===== src/inc/obcl_pkg.sv =====
// constants for the option byte configuration loader
// What this block does
// - boot settings come from flash byte 0080H
// - load automatically after every reset
// - settle wait 2^10/12/15/17 oscillator cycles
// - wait only for crystal/ceramic source
// - keep bit selects reset pin or input
// - low reset pin before load holds reset
// - clock source: 00 crystal, 01 external, 1x internal
// - crystal source takes both oscillator pins
// - external clock takes pin1, frees pin2
// - internal oscillator frees both pins
// - lock keeps slow oscillator running
// - unlocked stop request halts slow oscillator
// - locked forces watchdog clock to slow oscillator
// - unlocked: watchdog clock off in halt/stop
// - unlocked, other source: watchdog clock always off
// - running slow oscillator clocks timer h1 in stop
`default_nettype none
package obcl_pkg;
   localparam logic [15:0] OPT_ADDR = 16'h0080;
   localparam int SETTLE_HI = 6;
   localparam int SETTLE_LO = 5;
   localparam int KEEP_BIT = 3;
   localparam int SRC_HI = 2;
   localparam int SRC_LO = 1;
   localparam int LOCK_BIT = 0;
   localparam logic [7:0] OPT_RESET = 8'hFF;
   localparam int SETTLE_EXP0 = 10;
   localparam int SETTLE_EXP1 = 12;
   localparam int SETTLE_EXP2 = 15;
   localparam int SETTLE_EXP3 = 17;
   localparam int CNT_W = 18;
   localparam logic [1:0] SRC_XTAL = 2'b00;
   localparam logic [1:0] SRC_EXT = 2'b01;
   typedef enum logic [2:0]
   {
      ST_IDLE = 3'b000,
      ST_READ = 3'b001,
      ST_CAPT = 3'b011,
      ST_WAIT = 3'b010,
      ST_RUN = 3'b110
   } obcl_state_t;
endpackage
`default_nettype wire


===== src/rtl/obcl_top.sv =====
// option byte loader: fetch, decode, settle wait and clock/pin control
`default_nettype none
module obcl_top (
   input wire logic mclk,
   input wire logic rst,
   input wire logic reset_pin_raw,
   input wire logic osc_tick,
   input wire logic [7:0] flash_rdata,
   input wire logic flash_rvalid,
   input wire logic slow_osc_stop_request,
   input wire logic wdt_sel_slow,
   input wire logic cpu_halt,
   input wire logic cpu_stop,
   output logic [15:0] flash_addr,
   output logic flash_rd,
   output logic sys_reset,
   output logic load_done,
   output logic [1:0] settle_time_sel,
   output logic reset_pin_keep,
   output logic reset_pin_port_input,
   output logic [1:0] clk_source_sel,
   output logic xtal_en,
   output logic ext_clk_en,
   output logic int_osc_sel,
   output logic osc_pin1_port,
   output logic osc_pin2_port,
   output logic slow_osc_lock,
   output logic slow_osc_run,
   output logic wdt_clk_en,
   output logic wdt_force_slow,
   output logic tmh1_clk_en
);
   obcl_pkg::obcl_state_t state_r;
   logic [7:0] opt_r;
   logic [obcl_pkg::CNT_W-1:0] cnt_r;
   logic [2:0] pin_sync_r;
   logic pin_level_r;

   function automatic logic [obcl_pkg::CNT_W-1:0] settle_len(input logic [1:0] sel);
      case (sel)
         2'b00: settle_len = obcl_pkg::CNT_W'(1 << obcl_pkg::SETTLE_EXP0);
         2'b01: settle_len = obcl_pkg::CNT_W'(1 << obcl_pkg::SETTLE_EXP1);
         2'b10: settle_len = obcl_pkg::CNT_W'(1 << obcl_pkg::SETTLE_EXP2);
         default: settle_len = obcl_pkg::CNT_W'(1 << obcl_pkg::SETTLE_EXP3);
      endcase
   endfunction

   // three-stage pin synchroniser, change taken when stages two and three agree
   always_ff @(posedge mclk)
   begin
      pin_sync_r <= {pin_sync_r[1:0], reset_pin_raw};
      if (rst)
         pin_level_r <= 1'b1;
      else if (pin_sync_r[2] == pin_sync_r[1])
         pin_level_r <= pin_sync_r[2];
   end

   // low pin before the load finishes restarts the load; afterwards only if kept as reset
   logic pin_reset;
   assign pin_reset = !pin_level_r && (state_r != obcl_pkg::ST_RUN || opt_r[obcl_pkg::KEEP_BIT]);

   always_ff @(posedge mclk)
   begin
      if (rst || pin_reset)
      begin
         state_r <= obcl_pkg::ST_IDLE;
         opt_r <= obcl_pkg::OPT_RESET;
         cnt_r <= '0;
      end
      else
      begin
         case (state_r)
            obcl_pkg::ST_IDLE:
               state_r <= obcl_pkg::ST_READ;
            obcl_pkg::ST_READ:
               if (flash_rvalid)
               begin
                  opt_r <= flash_rdata;
                  state_r <= obcl_pkg::ST_CAPT;
               end
            obcl_pkg::ST_CAPT:
            begin
               cnt_r <= settle_len(opt_r[obcl_pkg::SETTLE_HI:obcl_pkg::SETTLE_LO]);
               // no wait unless the crystal source is chosen
               if (opt_r[obcl_pkg::SRC_HI:obcl_pkg::SRC_LO] == obcl_pkg::SRC_XTAL)
                  state_r <= obcl_pkg::ST_WAIT;
               else
                  state_r <= obcl_pkg::ST_RUN;
            end
            obcl_pkg::ST_WAIT:
               if (osc_tick)
               begin
                  if (cnt_r == obcl_pkg::CNT_W'(1))
                     state_r <= obcl_pkg::ST_RUN;
                  cnt_r <= cnt_r - obcl_pkg::CNT_W'(1);
               end
            obcl_pkg::ST_RUN:
               state_r <= obcl_pkg::ST_RUN;
            default:
               state_r <= obcl_pkg::ST_IDLE;
         endcase
      end
   end

   // flash fetch strobe
   always_ff @(posedge mclk)
   begin
      if (rst || pin_reset)
         flash_rd <= 1'b0;
      else
         flash_rd <= (state_r == obcl_pkg::ST_IDLE) ||
                     (state_r == obcl_pkg::ST_READ && !flash_rvalid);
   end

   always_ff @(posedge mclk)
   begin
      if (rst)
         flash_addr <= '0;
      else
         flash_addr <= obcl_pkg::OPT_ADDR;
   end

   // decoded outputs; pins stay in the safe default until the load is done
   logic run;
   logic [1:0] src;
   logic lock;
   assign run = (state_r == obcl_pkg::ST_RUN);
   assign src = opt_r[obcl_pkg::SRC_HI:obcl_pkg::SRC_LO];
   assign lock = opt_r[obcl_pkg::LOCK_BIT];

   always_ff @(posedge mclk)
   begin
      if (rst)
      begin
         sys_reset <= 1'b1;
         load_done <= 1'b0;
         settle_time_sel <= 2'b11;
         reset_pin_keep <= 1'b1;
         reset_pin_port_input <= 1'b0;
         clk_source_sel <= 2'b11;
         xtal_en <= 1'b0;
         ext_clk_en <= 1'b0;
         int_osc_sel <= 1'b1;
         osc_pin1_port <= 1'b0;
         osc_pin2_port <= 1'b0;
      end
      else
      begin
         sys_reset <= !run || pin_reset;
         load_done <= run;
         settle_time_sel <= opt_r[obcl_pkg::SETTLE_HI:obcl_pkg::SETTLE_LO];
         reset_pin_keep <= opt_r[obcl_pkg::KEEP_BIT];
         reset_pin_port_input <= run && !opt_r[obcl_pkg::KEEP_BIT];
         clk_source_sel <= src;
         xtal_en <= (src == obcl_pkg::SRC_XTAL);
         ext_clk_en <= (src == obcl_pkg::SRC_EXT);
         int_osc_sel <= src[1];
         osc_pin1_port <= run && src[1];
         osc_pin2_port <= run && (src != obcl_pkg::SRC_XTAL);
      end
   end

   // slow oscillator and watchdog / timer h1 clock gating
   always_ff @(posedge mclk)
   begin
      if (rst)
      begin
         slow_osc_lock <= 1'b1;
         slow_osc_run <= 1'b1;
         wdt_clk_en <= 1'b0;
         wdt_force_slow <= 1'b1;
         tmh1_clk_en <= 1'b0;
      end
      else
      begin
         slow_osc_lock <= lock;
         slow_osc_run <= lock || !slow_osc_stop_request;
         wdt_force_slow <= lock;
         if (lock)
            wdt_clk_en <= run;
         else
            wdt_clk_en <= run && wdt_sel_slow && !slow_osc_stop_request
                          && !cpu_halt && !cpu_stop;
         tmh1_clk_en <= run && (lock || !slow_osc_stop_request);
      end
   end

   // assertions
   decode_src_a: assert property (@(posedge mclk) disable iff (rst)
      run |=> clk_source_sel == $past(src) && int_osc_sel == $past(src[1]))
      else $error("clock source decode wrong");
   lock_run_a: assert property (@(posedge mclk) disable iff (rst)
      lock |=> slow_osc_run) else $error("locked slow oscillator stopped");
   stop_req_a: assert property (@(posedge mclk) disable iff (rst)
      !lock && slow_osc_stop_request |=> !slow_osc_run)
      else $error("stop request ignored");
   wdt_halt_a: assert property (@(posedge mclk) disable iff (rst)
      !lock && (cpu_halt || cpu_stop) |=> !wdt_clk_en)
      else $error("watchdog clock in halt");
   wdt_force_a: assert property (@(posedge mclk) disable iff (rst)
      lock |=> wdt_force_slow) else $error("watchdog not forced");
   no_wait_a: assert property (@(posedge mclk) disable iff (rst || pin_reset)
      state_r == obcl_pkg::ST_CAPT && src != obcl_pkg::SRC_XTAL |=> run)
      else $error("wait inserted for non crystal");
   xtal_pins_a: assert property (@(posedge mclk) disable iff (rst)
      src == obcl_pkg::SRC_XTAL |=> !osc_pin1_port && !osc_pin2_port)
      else $error("crystal pins released");
   held_rst_a: assert property (@(posedge mclk) disable iff (rst)
      !run |=> sys_reset) else $error("reset released before load");
   opt_hold_a: assert property (@(posedge mclk) disable iff (rst || pin_reset)
      run |=> $stable(opt_r)) else $error("option changed after load");
   ext_pins_a: assert property (@(posedge mclk) disable iff (rst)
      run && src == obcl_pkg::SRC_EXT |=> !osc_pin1_port && osc_pin2_port)
      else $error("external clock pin use wrong");
endmodule
`default_nettype wire


===== config.mk =====
export PLATFORM = sky130hd
export DESIGN_NAME = obcl_top
export DESIGN_NICKNAME = d
export VERILOG_FILES = /design/src/inc/obcl_pkg.sv /design/src/rtl/obcl_top.sv
export SDC_FILE = /design/constraint.sdc
export NUM_CORES = 1
export LEC_CHECK = 0
export BUFFER_PORTS_ARGS = -buffer_cell sky130_fd_sc_hd__clkbuf_2
export CORE_AREA = 3 3 98 100
export DETAILED_ROUTE_END_ITERATION = 10
export DIE_AREA = 0 0 101 103
export GPL_TIMING_DRIVEN = 0
export PLACE_DENSITY = 0.47
export SYNTH_ARGS = -nofsm -noshare
export SYNTH_HDL_FRONTEND = slang
export SYNTH_SLANG_ARGS = --single-unit
export TNS_END_PERCENT = 1

===== constraint.sdc =====
create_clock -name mclk -period 1.7 [get_ports mclk]
set_clock_uncertainty 0.2 [all_clocks]
set_input_delay 0.34 -clock mclk [delete_from_list [all_inputs] [get_ports mclk]]
set_output_delay 0.34 -clock mclk [all_outputs]
set_load 0.005 [all_outputs]

==> results of run 1 <==
[how the worst min path moves through the flow]
stage                               end  slack, ns  cells after the start
after global placement    pin_sync_r[1]       0.11                      0
final                      slow_osc_run      0.009                      2
after global routing       slow_osc_run      0.009                      2
after detailed placement  pin_sync_r[1]       0.11                      0
after CTS                  slow_osc_run       0.01                      2
after floorplan           pin_sync_r[1]       0.11                      0
[flip-flops by register name, indices dropped and copies added, names as in the netlist, 2 cells and up, named ones only]
name             count
clk_source_sel       2
cnt_r               18
opt_r                6
pin_sync_r           3
settle_time_sel      2
state_r              2
[layout make-up]
cell class	count	area (µm²)	share of cell area, %
sequential	49	987	35.6
inverter	10	37.5	1.35
clock inverter	2	17.5	0.632
multi-input combinational	161	1090	39.2
tap	108	135	4.87
timing repair buffer	40	221	7.99
buffer	24	204	7.36
clock buffer	6	82.6	2.98
[cells in the mapped netlist (all sizes together), types with 6 or more instances]
cell   number
nand3       7
nor2       18
a21oi      10
nand2      20
nor3        7
or2         6
inv        10
nand4       7
buf        22
dfxtp      49
[layer usage]
| layer | up-vias | global-route usage [%] | part of all wire, % |
|---|---|---|---|
| met5 | - | 0 | 0 |
| met3 | 6 | 4.06 | 6.7 |
| met2 | 38 | 16.2 | 46 |
| met1 | 812 | 11.7 | 46 |
| li1 | 910 | - | - |
| met4 | 0 | 2.45 | 1.1 |
[critical path: cells and delay by family, from the launching register on]
kind	cells	cell delay [ns]
AND/OR/NAND/NOR	3	1.06
flip-flops	1	0.37
AO/OA/AOI/OAI	1	0.14
[power by group through the flow]
stage / Combinational (mW) / Clock [mW] / Sequential [mW]
CTS: 0.418 / 0.791 / 1.24
floorplan: 0.274 / 0 / 1.25
global route: 0.480 / 0.827 / 1.25
global placement: 0.365 / 0 / 1.26
finish: 0.433 / 0.767 / 1.24
detailed placement: 0.365 / 0 / 1.26
[what timing repair did]
item / CTS / global route
hold endpoints to repair: 1 / 0
resized for setup: 24 / 14
endpoints found under the setup margin: 26 / 22
pin swaps: 2 / 6
cloned: 0 / 0
buffers inserted: 5 / 0
hold buffers: 1 / 0
[per-stage QoR]
step	hold slack, ns	area, µm²
3_5_place_dp	0.115	2480
5_1_grt	0.00909	2770
3_3_place_gp	0.111	2480
6_report	0.00933	2770
2_1_floorplan	0.110	2170
4_1_cts	0.0136	2730
[cell families after synthesis]
family | Yosys count
other | 1
flip-flops | 49
buffers and inverters | 34
multiplexers | 8
AO/OA/AOI/OAI | 35
adder cells (fa/ha/maj) | 2
AND/OR/NAND/NOR | 96
XOR/XNOR | 5
==> run_results.csv, run 1 <==
group,metric,value,unit
worst_setup_path,r2r-end,"cnt_r[13]",
finish,layout-drive-gt1-share,34.9,%
global_route,grt_util_all_layers,9.72,%
global_route,grt_antenna_before_repair,0,
placement,placed_cells,386,
finish,fin_cells,400,
power_and_ir_drop,seqPwrFrac,50.8,%
worst_setup_path,critPathSlowestCell,"or4_1",
drt,drtIter0Drc,57,
drt,drtAntennaViolNets,0,
timing,fmax,544,MHz
finish,antenna_cells,0,
timing,finalHoldViolCount,0,
synth,synth_area,0.00211,mm²
clock_network,clock-sinks,49,
timing,setup_slack,-0.137,ns
power_and_ir_drop,power_density,880,mW/mm²
timing,rsz0062_at_grt,"yes",
synth,synth_area_leaders,"dfxtp_1 (46%), buf_4 (6.4%), nand2_1 (3.6%)",
worst_setup_path,critPathRequiredTime,1.75,ns
synth,ys_seq_elements,49,
floorplanning,fp.dieW,101,µm
worst_setup_path,cp-endpoint,"cnt_r[13]",
synth,synth_xor_area_share,2.07,%
clock_network,clk_pin_slew_worst_paths,0.10,ns
clock_network,insertion_delay,0.31,ns
drt,drc_errors,0,
status,violations,"negative setup slack",
synth,synth_edf_count,0,
power_and_ir_drop,p_int,1.75,mW
drt,post_drt_wl_per_cell,12.1,µm
drt,first_pass_iters,4,
placement,pre_cts_slack,-0.381,ns
finish,synthToLayoutAreaGrowth,31.2,%
worst_setup_path,rrSetupSlack,-0.14,ns
worst_setup_path,critical_path_arrival,1.89,ns
clock_network,cts_tree,"built",
global_route,grt_max_degree,17,
worst_setup_path,critPathLaunch,"cnt_r[9]",
worst_hold_path,hold_path.class,"input port to flop",
timing,setup_violations,8,
synth,syn_inst,230,
floorplanning,coreArea,0.00876,mm²
floorplanning,fp-row-count,34,
job,drv_cap,0,
synth,synth.distinct_cells,51,
finish,final_common_cell,"dfxtp_1",
global_route,gr-total-overflow,0,
drt,wl,4850,µm
worst_setup_path,start_kind,"flop",
synth,ys_warn_count,0,
synth,synth_fa_ha_area_share,1.18,%
timing,maxSlewViolCount,0,
power_and_ir_drop,total_power,2.44,mW
clock_network,clockBufferDepth,2,
synth,yosysTopAreaCellShare,46.4,%
finish,final_nets,310,
timing,tns,-0.613,ns
synth,ys_seq_area_share,46.4,%
placement,gp_congestion,0.703,
power_and_ir_drop,switching_share,28.5,%
clock_network,cts-buffers-inserted,5,
power_and_ir_drop,power.share.clock,31.4,%
drt,num_vias,1766,
power_and_ir_drop,irDropWorstVdd,0.329,mV
drt,detail_route.vias_per_cell,4.42,
status,outcome,"complete, but fails checks",
worst_setup_path,endpoint_kind,"flop",
clock_network,cts-root-buf,"clkbuf_8",
synth,synth_simple_gate_area_share,26.0,%
worst_setup_path,cp_max_fo,5,
worst_setup_path,rr_worst_depth,4,
timing,fin_crit,1.84,ns
synth,async_reset_ff_share,0,%
floorplanning,die_h,103,µm
synth,ys.flop_type,"dfxtp_1",
worst_setup_path,slowest_delay,0.49,ns
synth,synth_compound_area_share,10.7,%
synth,yosysTopAreaCell,"dfxtp_1",
worst_hold_path,worstHoldStart,"slow_osc_stop_request",
power_and_ir_drop,comb_power_share,17.8,%
global_route,grt_pass1_wl,7920,µm
floorplanning,dieArea,0.0104,mm²
synth,syn_area_per_cell,9.19,µm²
worst_setup_path,worst-setup-path-type,"flop to flop",
floorplanning,ioPinCount,52,
finish,fillCellCount,952,
finish,post-route-util,31.6,%
power_and_ir_drop,leakage,1.14,nW
power_and_ir_drop,switchingPower,695,µW
clock_network,htreeDepth,2,
worst_setup_path,rr_startpoint,"cnt_r[9]",
synth,synthMuxAreaShare,3.97,%
timing,fin_crit_sh,108,%
placement,dp_hpwl,3410,µm
floorplanning,start_util,24.1,%
worst_setup_path,crit_chain,"nor4_4, nand3_2, or4_1, a21oi_1",
synth,synth_top_family_by_area,"simple AND/OR/NAND/NOR gates",
finish,layout_common_cells,"dfxtp_1 (44), clkbuf_2 (35), buf_4 (22), nand2_1 (18), nor2_1 (17)",
global_route,grt_pass1_vias,1665,
placement,port_buffers,34,
Power figures use the tool's default switching activity.
==> run 2: changes to the inputs <==
--- a/config.mk
+++ b/config.mk
@@ -6,11 +6,11 @@
 export NUM_CORES = 1
 export LEC_CHECK = 0
 export BUFFER_PORTS_ARGS = -buffer_cell sky130_fd_sc_hd__clkbuf_2
-export CORE_AREA = 3 3 98 100
+export CORE_AREA = 3 3 96 98
 export DETAILED_ROUTE_END_ITERATION = 10
-export DIE_AREA = 0 0 101 103
+export DIE_AREA = 0 0 99 101
 export GPL_TIMING_DRIVEN = 0
-export PLACE_DENSITY = 0.47
+export PLACE_DENSITY = 0.49
 export SYNTH_ARGS = -nofsm -noshare
 export SYNTH_HDL_FRONTEND = slang
 export SYNTH_SLANG_ARGS = --single-unit
==> run 2 against run 1 <==
The run still ends with negative setup slack left. Sequential power about the same. Maximum frequency decreased by 2.1%. First-iteration DRC count decreased by 14%. Die area fell by 3.9%. Utilization up 1.4 points. Routed wire length fell by 0.84%. Final cell count is 0.50% higher. Clock power grew 9.0%. Register-to-register slack worse by 0.04 ns.
==> run_results.csv, run 2 (same netlist as run 1, synthesis figures left out) <==
group,metric,value,unit
status,outcome,"complete, but fails checks",
status,violations,"negative setup slack",
worst_setup_path,endpoint_kind,"flop",
worst_setup_path,critPathSlowestCell,"or4_1",
worst_setup_path,rr_startpoint,"cnt_r[9]",
timing,rsz0062_at_grt,"yes",
worst_setup_path,critPathRequiredTime,1.74,ns
worst_setup_path,start_kind,"flop",
finish,antenna_cells,0,
placement,port_buffers,34,
finish,final_nets,313,
worst_setup_path,r2r-end,"cnt_r[17]",
worst_hold_path,worstHoldStart,"flash_rdata[2]",
drt,drtIter0Drc,49,
worst_setup_path,rr_worst_depth,5,
global_route,grt_pass1_wl,8260,µm
clock_network,insertion_delay,0.30,ns
finish,fin_area,0.00282,mm²
finish,layout_common_cells,"dfxtp_1 (43), clkbuf_2 (35), buf_4 (24), nand2_1 (19), nor2_1 (16)",
finish,synthToLayoutAreaGrowth,33.6,%
worst_setup_path,slowest_delay,0.43,ns
clock_network,cts-buffers-inserted,5,
power_and_ir_drop,seqPwrFrac,49.0,%
drt,first_pass_iters,4,
drt,wl,4810,µm
floorplanning,dieArea,0.0100,mm²
global_route,grt_util_all_layers,10.3,%
worst_setup_path,path_delay_family,"simple AND/OR/NAND/NOR gates",
worst_hold_path,hold_end,"opt_r[2]",
finish,fillCellCount,899,
worst_setup_path,critical_path_arrival,1.92,ns
drt,drtAntennaViolNets,0,
timing,fin_crit_sh,110,%
worst_setup_path,worst-setup-path-type,"flop to flop",
power_and_ir_drop,total_power,2.53,mW
power_and_ir_drop,switching_share,26.6,%
power_and_ir_drop,power_density,895,mW/mm²
worst_setup_path,rrSetupSlack,-0.18,ns
worst_setup_path,crit_chain,"nor4_4, buf_4, nand4_1, or4_1, a31oi_1",
global_route,grt_antenna_before_repair,0,
finish,largest-register,"cnt_r",
clock_network,cts_tree,"built",
worst_hold_path,hold_path.class,"input port to flop",
timing,tns,-0.900,ns
clock_network,clk_pin_slew_worst_paths,0.09,ns
timing,fmax,533,MHz
worst_setup_path,cp_num_buf_inv,1,
power_and_ir_drop,power.share.clock,33.1,%
clock_network,clock-sinks,49,
power_and_ir_drop,switchingPower,673,µW
power_and_ir_drop,leakage,1.16,nW
finish,final_common_cell,"dfxtp_1",
floorplanning,start_util,24.7,%
worst_hold_path,whs_path_depth,3,
finish,largestRegisters,"cnt_r: 18 flops, opt_r: 6 flops, pin_sync_r: 3 flops",
clock_network,cts-root-buf,"clkbuf_8",
worst_setup_path,cp_max_fo,5,
clock_network,htreeDepth,2,
clock_network,clockBufferDepth,2,
global_route,gr-total-overflow,0,
timing,finalHoldViolCount,0,
floorplanning,ioPinCount,52,
timing,fin_crit,1.88,ns
power_and_ir_drop,irDropWorstVdd,0.356,mV
timing,setup_slack,-0.177,ns
job,drv_cap,0,
floorplanning,fp-row-count,34,
drt,detail_route.vias_per_cell,4.40,
drt,drc_errors,0,
global_route,grt_pass1_vias,1719,
timing,maxSlewViolCount,0,
finish,largest_reg_flops,18,
power_and_ir_drop,comb_power_share,17.9,%
global_route,grt_max_degree,16,
floorplanning,die_h,101,µm
placement,placed_cell_area,0.00248,mm²
drt,post_drt_wl_per_cell,12.0,µm
floorplanning,fp.dieW,99,µm
power_and_ir_drop,p_int,1.86,mW
floorplanning,coreArea,0.00855,mm²
timing,setup_violations,8,
finish,layout-drive-gt1-share,36.4,%
placement,gp_congestion,0.729,
drt,num_vias,1770,
placement,dp_hpwl,3400,µm
-- run 2: cell types whose count changed in the layout (fill, tap and decap cells not counted), sizes merged --
| cell | delta |
|---|---|
| bufinv | +1 |
| clkinv | -1 |
| dlygate4sd3 | +1 |
| buf | +1 |
-- run 2: layer usage --
metal  vias up  global-route usage, %  part of all wire [%]
met1       807                   13.1                    48
li1        910                      -                     -
met5         -                      0                     0
met2        45                   16.1                    44
met4         0                   3.57                   1.5
met3         8                   3.60                   6.9
-- run 2: power by group through the flow --
stage / sequential [mW] / clock [mW] / combinational [mW]
2_1_floorplan: 1.25 / 0 / 0.274
3_3_place_gp: 1.26 / 0 / 0.363
3_5_place_dp: 1.26 / 0 / 0.367
4_1_cts: 1.24 / 0.863 / 0.423
5_1_grt: 1.25 / 0.908 / 0.506
6_report: 1.24 / 0.836 / 0.453
-- run 2: area by class of cell --
type / count / area (µm²) / share of cell area [%]
multi-input cells: 161 / 1110 / 39.3
well taps: 108 / 135 / 4.79
plain buffers: 24 / 204 / 7.22
repair buffers: 43 / 243 / 8.60
flip-flops and latches: 49 / 988 / 35.0
clock buffers: 5 / 68.8 / 2.44
clock inverters: 2 / 38.8 / 1.37
inverters: 10 / 37.5 / 1.33
-- run 2: worst max path at each step --
stage | slack, ns | startpoint | to | cells past startpoint
after floorplan | -0.12 | cnt_r[2] | cnt_r[9] | 4
after global placement | -0.36 | osc_tick | cnt_r[13] | 6
after detailed placement | -0.37 | cnt_r[2] | cnt_r[13] | 4
after CTS | -0.16 | cnt_r[5] | cnt_r[16] | 6
after global routing | -0.26 | cnt_r[9] | cnt_r[17] | 5
final | -0.18 | cnt_r[9] | cnt_r[17] | 5
-- run 2: through the flow --
step	cells	utilization, %	hold WS (ns)	setup slack (ns)
after CTS	400	31.9	0.000719	-0.164
after global placement	386	29.0	0.111	-0.355
after floorplan	244	-	0.110	-0.118
after global routing	402	33.0	0.0583	-0.265
after detailed placement	386	29.0	0.117	-0.373
final	402	33.0	0.0456	-0.177
-- run 2: what timing repair did --
| action | in CTS | in global routing |
|---|---|---|
| pin swaps | 2 | 6 |
| setup endpoints to repair | 25 | 23 |
| hold buffers | 1 | 1 |
| gates resized for setup | 19 | 22 |
| endpoints found under the hold margin | 1 | 1 |
| buffers inserted | 6 | 1 |
-- run 2: tightest hold or removal path, delay by kind of cell --
kind / cells / cell delay [ns]
AND/OR/NAND/NOR: 1 / 0.05
buffers and inverters: 1 / 0.07
multiplexers: 1 / 0.06
